`src/inc/mpr_pkg.sv`:
```
// shared constants and carriers for the region programming block
// assumes a 32-bit apb slave with a 12-bit byte address window
package mpr_pkg;

  // ----------------------------------------------------------------
  // sizing
  // ----------------------------------------------------------------
  localparam int         MPR_NUM_REGIONS = 8;
  localparam logic [7:0] MPR_NUM_REG_B   = 8'h08;
  localparam logic       MPR_PRESENT     = 1'b1;

  // ----------------------------------------------------------------
  // register byte offsets
  // ----------------------------------------------------------------
  localparam logic [11:0] MPR_OFF_CTRL = 12'h000;
  localparam logic [11:0] MPR_OFF_SEL  = 12'h004;
  localparam logic [11:0] MPR_OFF_BASE = 12'h008;
  localparam logic [11:0] MPR_OFF_ATTR = 12'h00c;
  localparam logic [11:0] MPR_OFF_INFO = 12'h010;

  // ----------------------------------------------------------------
  // field positions
  // ----------------------------------------------------------------
  localparam int MPR_CTRL_EN_BIT   = 0;
  localparam int MPR_BASE_ADDR_LSB = 8;
  localparam int MPR_BASE_VALID    = 4;
  localparam int MPR_BASE_REG_LSB  = 0;
  localparam int MPR_INFO_CNT_LSB  = 8;
  localparam int MPR_ATTR_XN       = 28;
  localparam int MPR_ATTR_AP_LSB   = 24;
  localparam int MPR_ATTR_TEX_LSB  = 19;
  localparam int MPR_ATTR_S        = 18;
  localparam int MPR_ATTR_C        = 17;
  localparam int MPR_ATTR_B        = 16;
  localparam int MPR_ATTR_SRD_LSB  = 8;
  localparam int MPR_ATTR_SIZE_LSB = 1;
  localparam int MPR_ATTR_EN       = 0;

  // ----------------------------------------------------------------
  // reset values
  // ----------------------------------------------------------------
  localparam logic       MPR_CTRL_RST = 1'b0;
  localparam logic [7:0] MPR_SEL_RST  = 8'h00;

  // ----------------------------------------------------------------
  // carriers
  // ----------------------------------------------------------------
  typedef struct packed {
    logic       xn;
    logic [2:0] ap;
    logic [2:0] mem_type_ext_field;
    logic       s;
    logic       c;
    logic       b;
    logic [7:0] subregion_disable_mask;
    logic [4:0] size;
    logic       en;
  } mpr_attr_t;

  typedef struct packed {
    logic [23:0] base;
    mpr_attr_t   attr;
  } mpr_region_t;

endpackage

```
`src/logic/mpr_region_view.sv`:
```
// effective view of one programmed region for the checking datapath
// assumes cfg comes straight from the register flops
`timescale 1ns/1ps
`default_nettype none
module mpr_region_view (
  input  wire mpr_pkg::mpr_region_t cfg,
  input  wire logic                 glob_en,
  output logic                      region_on,
  output logic                      exec_ok,
  output logic [7:0]                sub_on,
  output logic [31:0]               addr_mask
);

  // region counts only while the whole unit is on
  assign region_on = cfg.attr.en & glob_en;
  // fetch barred from execute-never regions
  assign exec_ok   = region_on & ~cfg.attr.xn;
  // bit k of the mask is the k-th subregion from the bottom
  assign sub_on    = region_on ? ~cfg.attr.subregion_disable_mask : 8'h00;

  // offset bits inside a region of 2^(size+1) bytes; size 31 is all 4gb
  always_comb begin
    for (int i = 0; i < 32; i++) begin
      addr_mask[i] = (5'(i) <= cfg.attr.size) || (i == 0);
    end
  end

endmodule
`default_nettype wire

```
`src/logic/mpr_region_regs.sv`:
```
// apb register file for region base and attribute programming
// assumes apb3 master, zero-wait answers, one clock pclk
`timescale 1ns/1ps
`default_nettype none
module mpr_region_regs (
  input  wire logic                  pclk,
  input  wire logic                  presetn,
  input  wire logic                  psel,
  input  wire logic                  penable,
  input  wire logic                  pwrite,
  input  wire logic [11:0]           paddr,
  input  wire logic [31:0]           pwdata,
  output logic [31:0]                prdata,
  output logic                       pready,
  output logic                       pslverr,
  output mpr_pkg::mpr_region_t [7:0] region_cfg,
  output logic [7:0]                 region_on,
  output logic [7:0]                 exec_ok,
  output logic [7:0][7:0]            sub_on,
  output logic [7:0][31:0]           addr_mask,
  output logic                       default_map
);

  localparam int N = mpr_pkg::MPR_NUM_REGIONS;

  // ----------------------------------------------------------------
  // decode helpers
  // ----------------------------------------------------------------
  // word compare; whole window reads as unmapped without the unit
  function automatic logic hit(input logic [11:0] a,
                               input logic [11:0] off);
    return mpr_pkg::MPR_PRESENT && (a[11:2] == off[11:2]);
  endfunction

  function automatic logic [31:0] attr_word(input mpr_pkg::mpr_attr_t a);
    logic [31:0] w;
    w = 32'h0000_0000;
    w[mpr_pkg::MPR_ATTR_XN]            = a.xn;
    w[mpr_pkg::MPR_ATTR_AP_LSB +: 3]   = a.ap;
    w[mpr_pkg::MPR_ATTR_TEX_LSB +: 3]  = a.mem_type_ext_field;
    w[mpr_pkg::MPR_ATTR_S]             = a.s;
    w[mpr_pkg::MPR_ATTR_C]             = a.c;
    w[mpr_pkg::MPR_ATTR_B]             = a.b;
    w[mpr_pkg::MPR_ATTR_SRD_LSB +: 8]  = a.subregion_disable_mask;
    w[mpr_pkg::MPR_ATTR_SIZE_LSB +: 5] = a.size;
    w[mpr_pkg::MPR_ATTR_EN]            = a.en;
    return w;
  endfunction

  // unused positions are simply not stored
  function automatic mpr_pkg::mpr_attr_t attr_from(input logic [31:0] w);
    mpr_pkg::mpr_attr_t a;
    a.xn   = w[mpr_pkg::MPR_ATTR_XN];
    a.ap   = w[mpr_pkg::MPR_ATTR_AP_LSB +: 3];
    a.mem_type_ext_field  = w[mpr_pkg::MPR_ATTR_TEX_LSB +: 3];
    a.s    = w[mpr_pkg::MPR_ATTR_S];
    a.c    = w[mpr_pkg::MPR_ATTR_C];
    a.b    = w[mpr_pkg::MPR_ATTR_B];
    a.subregion_disable_mask  = w[mpr_pkg::MPR_ATTR_SRD_LSB +: 8];
    a.size = w[mpr_pkg::MPR_ATTR_SIZE_LSB +: 5];
    a.en   = w[mpr_pkg::MPR_ATTR_EN];
    return a;
  endfunction

  // ----------------------------------------------------------------
  // state
  // ----------------------------------------------------------------
  logic                              glob_en_r;
  logic [7:0]                        sel_r;
  mpr_pkg::mpr_region_t [N-1:0]      regions_r;
  logic [31:0]                       prdata_r;
  logic                              pslverr_r;
  logic [31:0]                       rd_nxt;
  logic                              err_nxt;
  logic                              setup;
  logic                              wr;
  logic                              base_valid;
  logic [7:0]                        base_tgt;
  mpr_pkg::mpr_region_t              cur;

  assign setup      = psel & ~penable;
  assign wr         = psel & penable & pwrite;
  assign base_valid = pwdata[mpr_pkg::MPR_BASE_VALID];
  // valid bit names the region directly, else the select register
  assign base_tgt   = base_valid ? {4'h0, pwdata[3:0]} : sel_r;
  // out-of-range selections read as an empty region
  assign cur = (sel_r < mpr_pkg::MPR_NUM_REG_B) ?
               regions_r[sel_r[2:0]] : '0;

  // ----------------------------------------------------------------
  // register writes
  // ----------------------------------------------------------------
  // global enable
  always_ff @(posedge pclk or negedge presetn) begin
    if (!presetn) begin
      glob_en_r <= mpr_pkg::MPR_CTRL_RST;
    end else if (wr && hit(paddr, mpr_pkg::MPR_OFF_CTRL)) begin
      glob_en_r <= pwdata[mpr_pkg::MPR_CTRL_EN_BIT];
    end
  end

  // select: direct write or copied from a valid base write
  always_ff @(posedge pclk or negedge presetn) begin
    if (!presetn) begin
      sel_r <= mpr_pkg::MPR_SEL_RST;
    end else if (wr && hit(paddr, mpr_pkg::MPR_OFF_SEL)) begin
      sel_r <= pwdata[7:0];
    end else if (wr && hit(paddr, mpr_pkg::MPR_OFF_BASE) && base_valid) begin
      sel_r <= {4'h0, pwdata[3:0]};
    end
  end

  // per-region storage; an out-of-range target is dropped silently,
  // which is as good as anything for an unpredictable case
  always_ff @(posedge pclk or negedge presetn) begin
    if (!presetn) begin
      regions_r <= '0;
    end else if (wr) begin
      for (int i = 0; i < N; i++) begin
        if (hit(paddr, mpr_pkg::MPR_OFF_BASE) && base_tgt == 8'(i)) begin
          regions_r[i].base <= pwdata[31:mpr_pkg::MPR_BASE_ADDR_LSB];
        end
        if (hit(paddr, mpr_pkg::MPR_OFF_ATTR) && sel_r == 8'(i)) begin
          regions_r[i].attr <= attr_from(pwdata);
        end
      end
    end
  end

  // ----------------------------------------------------------------
  // read mux
  // ----------------------------------------------------------------
  // base bits 7:5 always zero, so ones written there show 256-byte
  // minimum alignment
  always_comb begin
    rd_nxt  = 32'h0000_0000;
    err_nxt = 1'b0;
    if (hit(paddr, mpr_pkg::MPR_OFF_CTRL)) begin
      rd_nxt[mpr_pkg::MPR_CTRL_EN_BIT] = glob_en_r;
    end else if (hit(paddr, mpr_pkg::MPR_OFF_SEL)) begin
      rd_nxt[7:0] = sel_r;
    end else if (hit(paddr, mpr_pkg::MPR_OFF_BASE)) begin
      rd_nxt[31:mpr_pkg::MPR_BASE_ADDR_LSB] = cur.base;
      rd_nxt[3:0] = sel_r[3:0];
    end else if (hit(paddr, mpr_pkg::MPR_OFF_ATTR)) begin
      rd_nxt = attr_word(cur.attr);
    end else if (hit(paddr, mpr_pkg::MPR_OFF_INFO)) begin
      rd_nxt[mpr_pkg::MPR_INFO_CNT_LSB +: 8] = mpr_pkg::MPR_NUM_REG_B;
    end else begin
      err_nxt = 1'b1;
    end
  end

  // answer captured in the setup cycle; only bus writes move the
  // registers, so nothing can change before the access cycle
  always_ff @(posedge pclk or negedge presetn) begin
    if (!presetn) begin
      prdata_r  <= 32'h0000_0000;
      pslverr_r <= 1'b0;
    end else if (setup) begin
      prdata_r  <= pwrite ? 32'h0000_0000 : rd_nxt;
      pslverr_r <= err_nxt;
    end
  end

  assign prdata      = prdata_r;
  assign pslverr     = pslverr_r & psel & penable;
  assign pready      = 1'b1;
  assign default_map = ~glob_en_r;
  assign region_cfg  = regions_r;

  // ----------------------------------------------------------------
  // per-region effective view
  // ----------------------------------------------------------------
  for (genvar g = 0; g < N; g++) begin : g_view
    mpr_region_view u_view (
      .cfg       (regions_r[g]),
      .glob_en   (glob_en_r),
      .region_on (region_on[g]),
      .exec_ok   (exec_ok[g]),
      .sub_on    (sub_on[g]),
      .addr_mask (addr_mask[g])
    );
  end
endmodule
`default_nettype wire

```
`config.mk`:
```
export PLATFORM = sky130hd
export DESIGN_NAME = mpr_region_regs
export DESIGN_NICKNAME = d
export VERILOG_FILES = /design/src/inc/mpr_pkg.sv /design/src/logic/mpr_region_view.sv /design/src/logic/mpr_region_regs.sv
export SDC_FILE = /design/constraint.sdc
export NUM_CORES = 1
export LEC_CHECK = 0
export ABC_AREA = 1
export BUFFER_PORTS_ARGS = -buffer_cell sky130_fd_sc_hd__buf_2
export CAP_MARGIN = 25
export CORE_AREA = 2 2 312 314
export CTS_CLUSTER_SIZE = 16
export DETAILED_ROUTE_END_ITERATION = 7
export DIE_AREA = 0 0 314 316
export PLACE_DENSITY = 0.42
export SETUP_SLACK_MARGIN = 0.5
export SLEW_MARGIN = 20
export SYNTH_ARGS = -nofsm -noshare
export SYNTH_HDL_FRONTEND = slang
export SYNTH_HIERARCHICAL = 1
export SYNTH_SLANG_ARGS = --single-unit
```
`constraint.sdc`:
```
create_clock -name pclk -period 1.9 [get_ports pclk]
set_input_delay 0.285 -clock pclk [delete_from_list [all_inputs] [get_ports pclk]]
set_output_delay 0.285 -clock pclk [all_outputs]
set_load 0.02 [all_outputs]
```
### Word-level counts from Yosys, hierarchy flattened

Cells that the tools add are included.

| word-level totals | value |
|---|---|
| register bits | 426 |
| word-level logic and storage cells | 462 |
| output and inout port bits | 755 |
| bits of input ports | 49 |

| operators by class | value |
|---|---|
| bitwise gates (word level) | 39 |
| multiplexer cells | 31 |
| reductions and logical operators | 40 |
| order comparisons | 250 |
| equal/unequal tests | 18 |

Operators by type and width:

| operator | number |
|---|---|
| $le A5 B5 Y1 const A | 128 |
| $le A4 B5 Y1 const A | 64 |
| $le A3 B5 Y1 const A | 32 |
| $bmux W48 S3 | 1 |
| $mux W8 | 13 |
| $mux W48 | 2 |
| $le A2 B5 Y1 const A | 16 |
| $eq A8 B3 Y1 const B | 8 |
| $not A8 Y8 | 8 |
| $mux W24 | 2 |
| $le A1 B5 Y1 const A | 8 |
| $eq A8 B2 Y1 const B | 4 |
| $mux W32 | 1 |
| $reduce_and A2 Y1 | 16 |
| $mux W31 | 1 |
| $and A1 B1 Y1 | 21 |
| $eq A10 B2 Y1 const B | 2 |
| $logic_and A1 B1 Y1 | 20 |
| $eq A8 B1 Y1 const B | 2 |
| $logic_not A8 Y1 | 2 |
| $mux W13 | 1 |
| $eq A10 B1 Y1 const B | 1 |
| $eq A10 B3 Y1 const B | 1 |
| $logic_not A10 Y1 | 1 |
| other kinds (8) | 23 |

### Depth between registers and ports, before layout

| depth | value |
|---|---|
| depth in word-level cells | 8 |
| mapped depth | 13 |
| mapped depth without buffers | 11 |

### By module

The synthesis kept the hierarchy.

By module, submodules not included:

| module | times used | area each (um2) | cells an instance | sequential area each (um2) |
|---|---|---|---|---|
| mpr_region_regs | 1 | 19615.1 | 2436 | 10660.2 |
| mpr_region_view | 8 | 309.0 | 68 | 0.0 |

### Least setup slack after synthesis

Ideal clock, no wire load.

| timing path | value |
|---|---|
| path kind | flip-flop to flip-flop |
| start point | register sel_r[0] |
| end point | register regions_r (netlist bit region_cfg[138]) |
| data required time | 1.769 ns |
| cell stages (with the launch flop) | 10 |
| arrival | 1.496 ns |
| setup slack | 0.273 ns |
| period minus slack after synthesis | 1.627 ns |
| library setup time | 0.131 ns |
| path buffers | 3 |
| cell sequence | dfrtp_1 buf_4 o21ai_0 inv_1 nor2_1 nand2_2 buf_6 buf_6 nand2_1 o21ai_1 |

| on the way | value |
|---|---|
| cells in the longest elaborated chain, start to end | 4 |

RTL lines:

| what | RTL line | RTL |
|---|---|---|
| from (decl) | mpr_region_regs.sv:69 | `logic [7:0] sel_r;` |
| from (signal assigned) | mpr_region_regs.sv:105 | `sel_r <= mpr_pkg::MPR_SEL_RST;` |
| from (signal assigned) | mpr_region_regs.sv:107 | `sel_r <= pwdata[7:0];` |
| from (signal assigned) | mpr_region_regs.sv:109 | `sel_r <= {4'h0, pwdata[3:0]};` |
| $mux W8 | mpr_region_regs.sv:85 | `assign base_tgt = base_valid ? {4'h0, pwdata[3:0]} : sel_r;` |
| $eq A8 B2 Y1 | mpr_region_regs.sv:120 | `if (hit(paddr, mpr_pkg::MPR_OFF_BASE) && base_tgt == 8'(i)) begin` |
| $logic_and A1 B1 Y1 | mpr_region_regs.sv:120 |  |
| $reduce_and A2 Y1 (no source line) | n/a |  |
| to (decl) | mpr_region_regs.sv:70 | `mpr_pkg::mpr_region_t [N-1:0] regions_r;` |

Every way passes these cells.
A chain may end at the register's enable or synchronous reset.

### Worst setup path after layout

| timing path | value |
|---|---|
| start point | register glob_en_r |
| end point | output exec_ok[0] |

| on the way | value |
|---|---|
| cells in the longest elaborated chain, start to end | 2 |

RTL lines:

| what | RTL line | RTL |
|---|---|---|
| from (decl) | mpr_region_regs.sv:68 | `logic glob_en_r;` |
| from (signal assigned) | mpr_region_regs.sv:96 | `glob_en_r <= mpr_pkg::MPR_CTRL_RST;` |
| from (signal assigned) | mpr_region_regs.sv:98 | `glob_en_r <= pwdata[mpr_pkg::MPR_CTRL_EN_BIT];` |
| $and A1 B1 Y1 | mpr_region_view.sv:15 | `assign region_on = cfg.attr.en & glob_en;` |
| $and A1 B1 Y1 | mpr_region_view.sv:17 | `assign exec_ok = region_on & ~cfg.attr.xn;` |
| to (decl) | mpr_region_regs.sv:18 | `output logic [7:0] exec_ok,` |

Every way passes these cells.

==> run summary <==
Req. time, crit path = 1.62 ns
Largest net degree at the start of global routing = 61
Slew @ Worst Pin = 0.748 ns
Setup ws final = -0.166 ns
Final GP Congestion = 0.887
Nets = 4201
Vias in the first global route = 24300
Antenna viol nets, final = 0
# port buffers = 792
Post-Route WL = 134000 µm
Area grow syn2layout = 76.3%
Peak supply drop = 637 µV
DR pass1 iterations = 5
Critical path depth = 5
Critical-path cell list = buf_12 > nand2_8 > buf_12 > nor2_4 > buf_6
R2R Setup Slk = 0.02 ns
Share of flip-flops with an asynchronous set or reset = 100%
Hold Crit Start = pwdata[0]
Rows = 114
Number of flops mapped to enable cells by yosys = 0
Sequential area share after synthesis = 48.3%
Clk pin slew, worst setup/hold paths = 0.06 ns
Latest clock arrival within the worst-skew pair = 0.64 ns
Clock skew = 0.0565 ns
Die width = 314 µm
Fin. Hold Viols = 0
All-Layer GR Usage = 24.8%
Worst hold-check path type = input port to register
Starting Density = 23.0%
Total CTS buffers = 53
Final Max Slew Viols = 0
Crit Path Class = register to output pin
Period utilisation layout = 109%
Via density = 4.70
Starting DRC count in detailed routing = 1861
DP Area = 29300 µm²
Gate Count Post-Synth = 2980
Setup-failing EPs final = 258
Io pins = 804
CTS tree = done
Worst Path Buf+Inv = 3
Reg2reg path depth = 12
Die ar. = 99200 µm²
H-tree levels = 2
Routed vias = 25700
Core area = 96000 µm²
Ys flop type = dfrtp_1
Utilization after layout = 40.6%
DRC Markers = 0
CP max FO = 9
Root Buffer = clkbuf_16
Failing checks = setup timing
Worst setup SP type = register
Crit. End Element = output pin
DIE HEIGHT = 316 µm
Final setup TNS = -16.48 ns
Leak Pwr = 20.2 nW
Max frequency = 484 MHz
Post-synthesis register bit count = 426
End point of the critical path = exec_ok[0]
Cell mode on critical path = buf_12
Rel. slew slack = 50.1%
Yosys cell types = 34
Post-DP HPWL = 90800 µm
First-pass GRT wire length = 179000 µm
Initial antenna violation count = 4
Clock sink count = 426
Crit. Startpoint = glob_en_r$_DFFE_PN0P_
Grt total ovfl = 0
Mapped Nets = 3029
Drt wl/cell = 24.5 µm
Finished Cell Area = 38900 µm²
Synthesis warning total = 6
Worst Path Arrival = 1.78 ns
Post-synthesis instance area = 22100 µm²
Clock Tree Buf Depth = 3
Crit path max-delay cell type = dfrtp_1
Final Critical Period = 2.07 ns
Layout cell share with drive strength beyond 1 = 50.0%
Worst r2r dst = prdata[13]$_DFFE_PN0P_
Status = finished with violations
Max-cap viol count = 0
Critical R2R Launch = sel_r[1]$_DFFE_PN0P_
Slowest stage delay, CP = 0.41 ns
Syn Area/Cell = 7.41 µm²
Total power = 21.0 mW
Top Family by Delay on Critical Path = buffers and inverters
Unrepaired setup endpoints after global routing = true
P per Cell Area = 539 nW/µm²
Worst hold slack = 0.0390 ns
## worst min path at each step
stage                     cells after the start                         end  slack (ns)
after floorplan                               0       glob_en_r$_DFFE_PN0P_       -0.01
after global placement                        1  region_cfg[81]$_DFFE_PN0P_        0.18
after detailed placement                      1  region_cfg[81]$_DFFE_PN0P_        0.18
after CTS                                     3        sel_r[0]$_DFFE_PN0P_       0.005
after global routing                          3       glob_en_r$_DFFE_PN0P_        0.04
final                                         3        sel_r[0]$_DFFE_PN0P_        0.04
## registers in the layout, indices dropped and copies added, names as in the netlist
signal      cells
glob_en_r       1
prdata         32
pslverr_r       1
region_cfg    384
sel_r           8
## power breakdown
part	internal [mW]	total (mW)	switching (mW)
logic	0.318	1.09	0.771
registers	9.08	9.08	0.00428
clock network	6.41	10.8	4.40
## area by class of cell
class	instances	area [µm²]
clock buffer	77	1530
timing repair inverter	3	20.0
timing repair buffer	1299	11400
sequential	426	10700
multi-input combinational	2150	12400
clock inverter	22	317
antenna	2	5.00
tap	1276	1600
fill	9625	57100
inverter	219	986
## worst min-delay path: cells and delay by family
kind / cells / cell delay (ns)
buffers and inverters: 1 / 0.15
and+or+nand+nor: 1 / 0.07
AOI/OAI and AO/OA: 1 / 0.07
## placed cells by master (no fill, tap or decap), drive strengths merged, types with 2 or more instances in the layout
master and n:
a21oi 51, clkinv 17, nor3 22, dlygate4sd3 3, nand4 23, nand3 87, o21ai 470, dfrtp 426
nor2 527, o21a 2, diode 2, nand2 887, buf 1284, bufinv 6, inv 218, nand3b 2
clkinvlp 3, clkbuf 88, o22ai 45, or2 23, conb 9
## per-layer routing
metal  vias to the layer above  share of wire (%)  global-route usage, %
met5                         -             0.0097                      0
met4                         2                3.9                   7.84
met3                       195                5.9                   4.64
met2                       921                 49                   42.6
met1                     12700                 41                   31.3
li1                      11900                  -                      -
## cells in the mapped netlist, types with 2 or more instances
cell | count | share of area [%]
nor2_1 | 487 | 8.3
buf_4 | 13 | 0.44
nand4_1 | 23 | 0.65
nor2_4 | 12 | 0.61
dfrtp_1 | 426 | 48
nand3_1 | 86 | 1.9
inv_1 | 161 | 2.7
nand2_2 | 16 | 0.45
nor2_8 | 2 | 0.18
o22ai_1 | 45 | 1.3
nor3_1 | 21 | 0.48
o21ai_1 | 202 | 4.6
o21a_1 | 2 | 0.068
buf_1 | 7 | 0.12
nand2_1 | 857 | 15
conb_1 | 9 | 0.15
buf_2 | 73 | 1.7
o21ai_0 | 240 | 5.4
or2_2 | 22 | 0.62
nand2_4 | 10 | 0.51
inv_2 | 56 | 0.95
o21ai_2 | 28 | 1.1
a21oi_1 | 51 | 1.2
nand3b_1 | 2 | 0.068
buf_6 | 32 | 1.6
clkbuf_1 | 64 | 1.1
nor2_2 | 26 | 0.74
## cell families (layout without fill, tap and decap cells)
group           Yosys count  in the layout  share of synthesized area (%)
flops                   426            426                           48.3
simple gates           1567           1571                           29.2
compound gates          570            570                           13.7
buf+inv                 408           1620                           8.67
other cells               9             11                          0.153
## timing repair
action,in CTS,in global routing
cloned,24,21
endpoints found under the setup margin,1160,1160
hold buffers,3,0
setup buffers,215,45
resized for setup,918,398
pin swaps,138,100
hold endpoints to repair,139,0
## through the flow
stage,worst slack [ns],std cells
2_1_floorplan,0.290,2980
3_3_place_gp,-0.110,5065
3_5_place_dp,-0.127,5065
4_1_cts,-0.171,5406
5_1_grt,-0.220,5473
6_report,-0.166,5474
No activity file was read; power rests on OpenSTA's default activity.
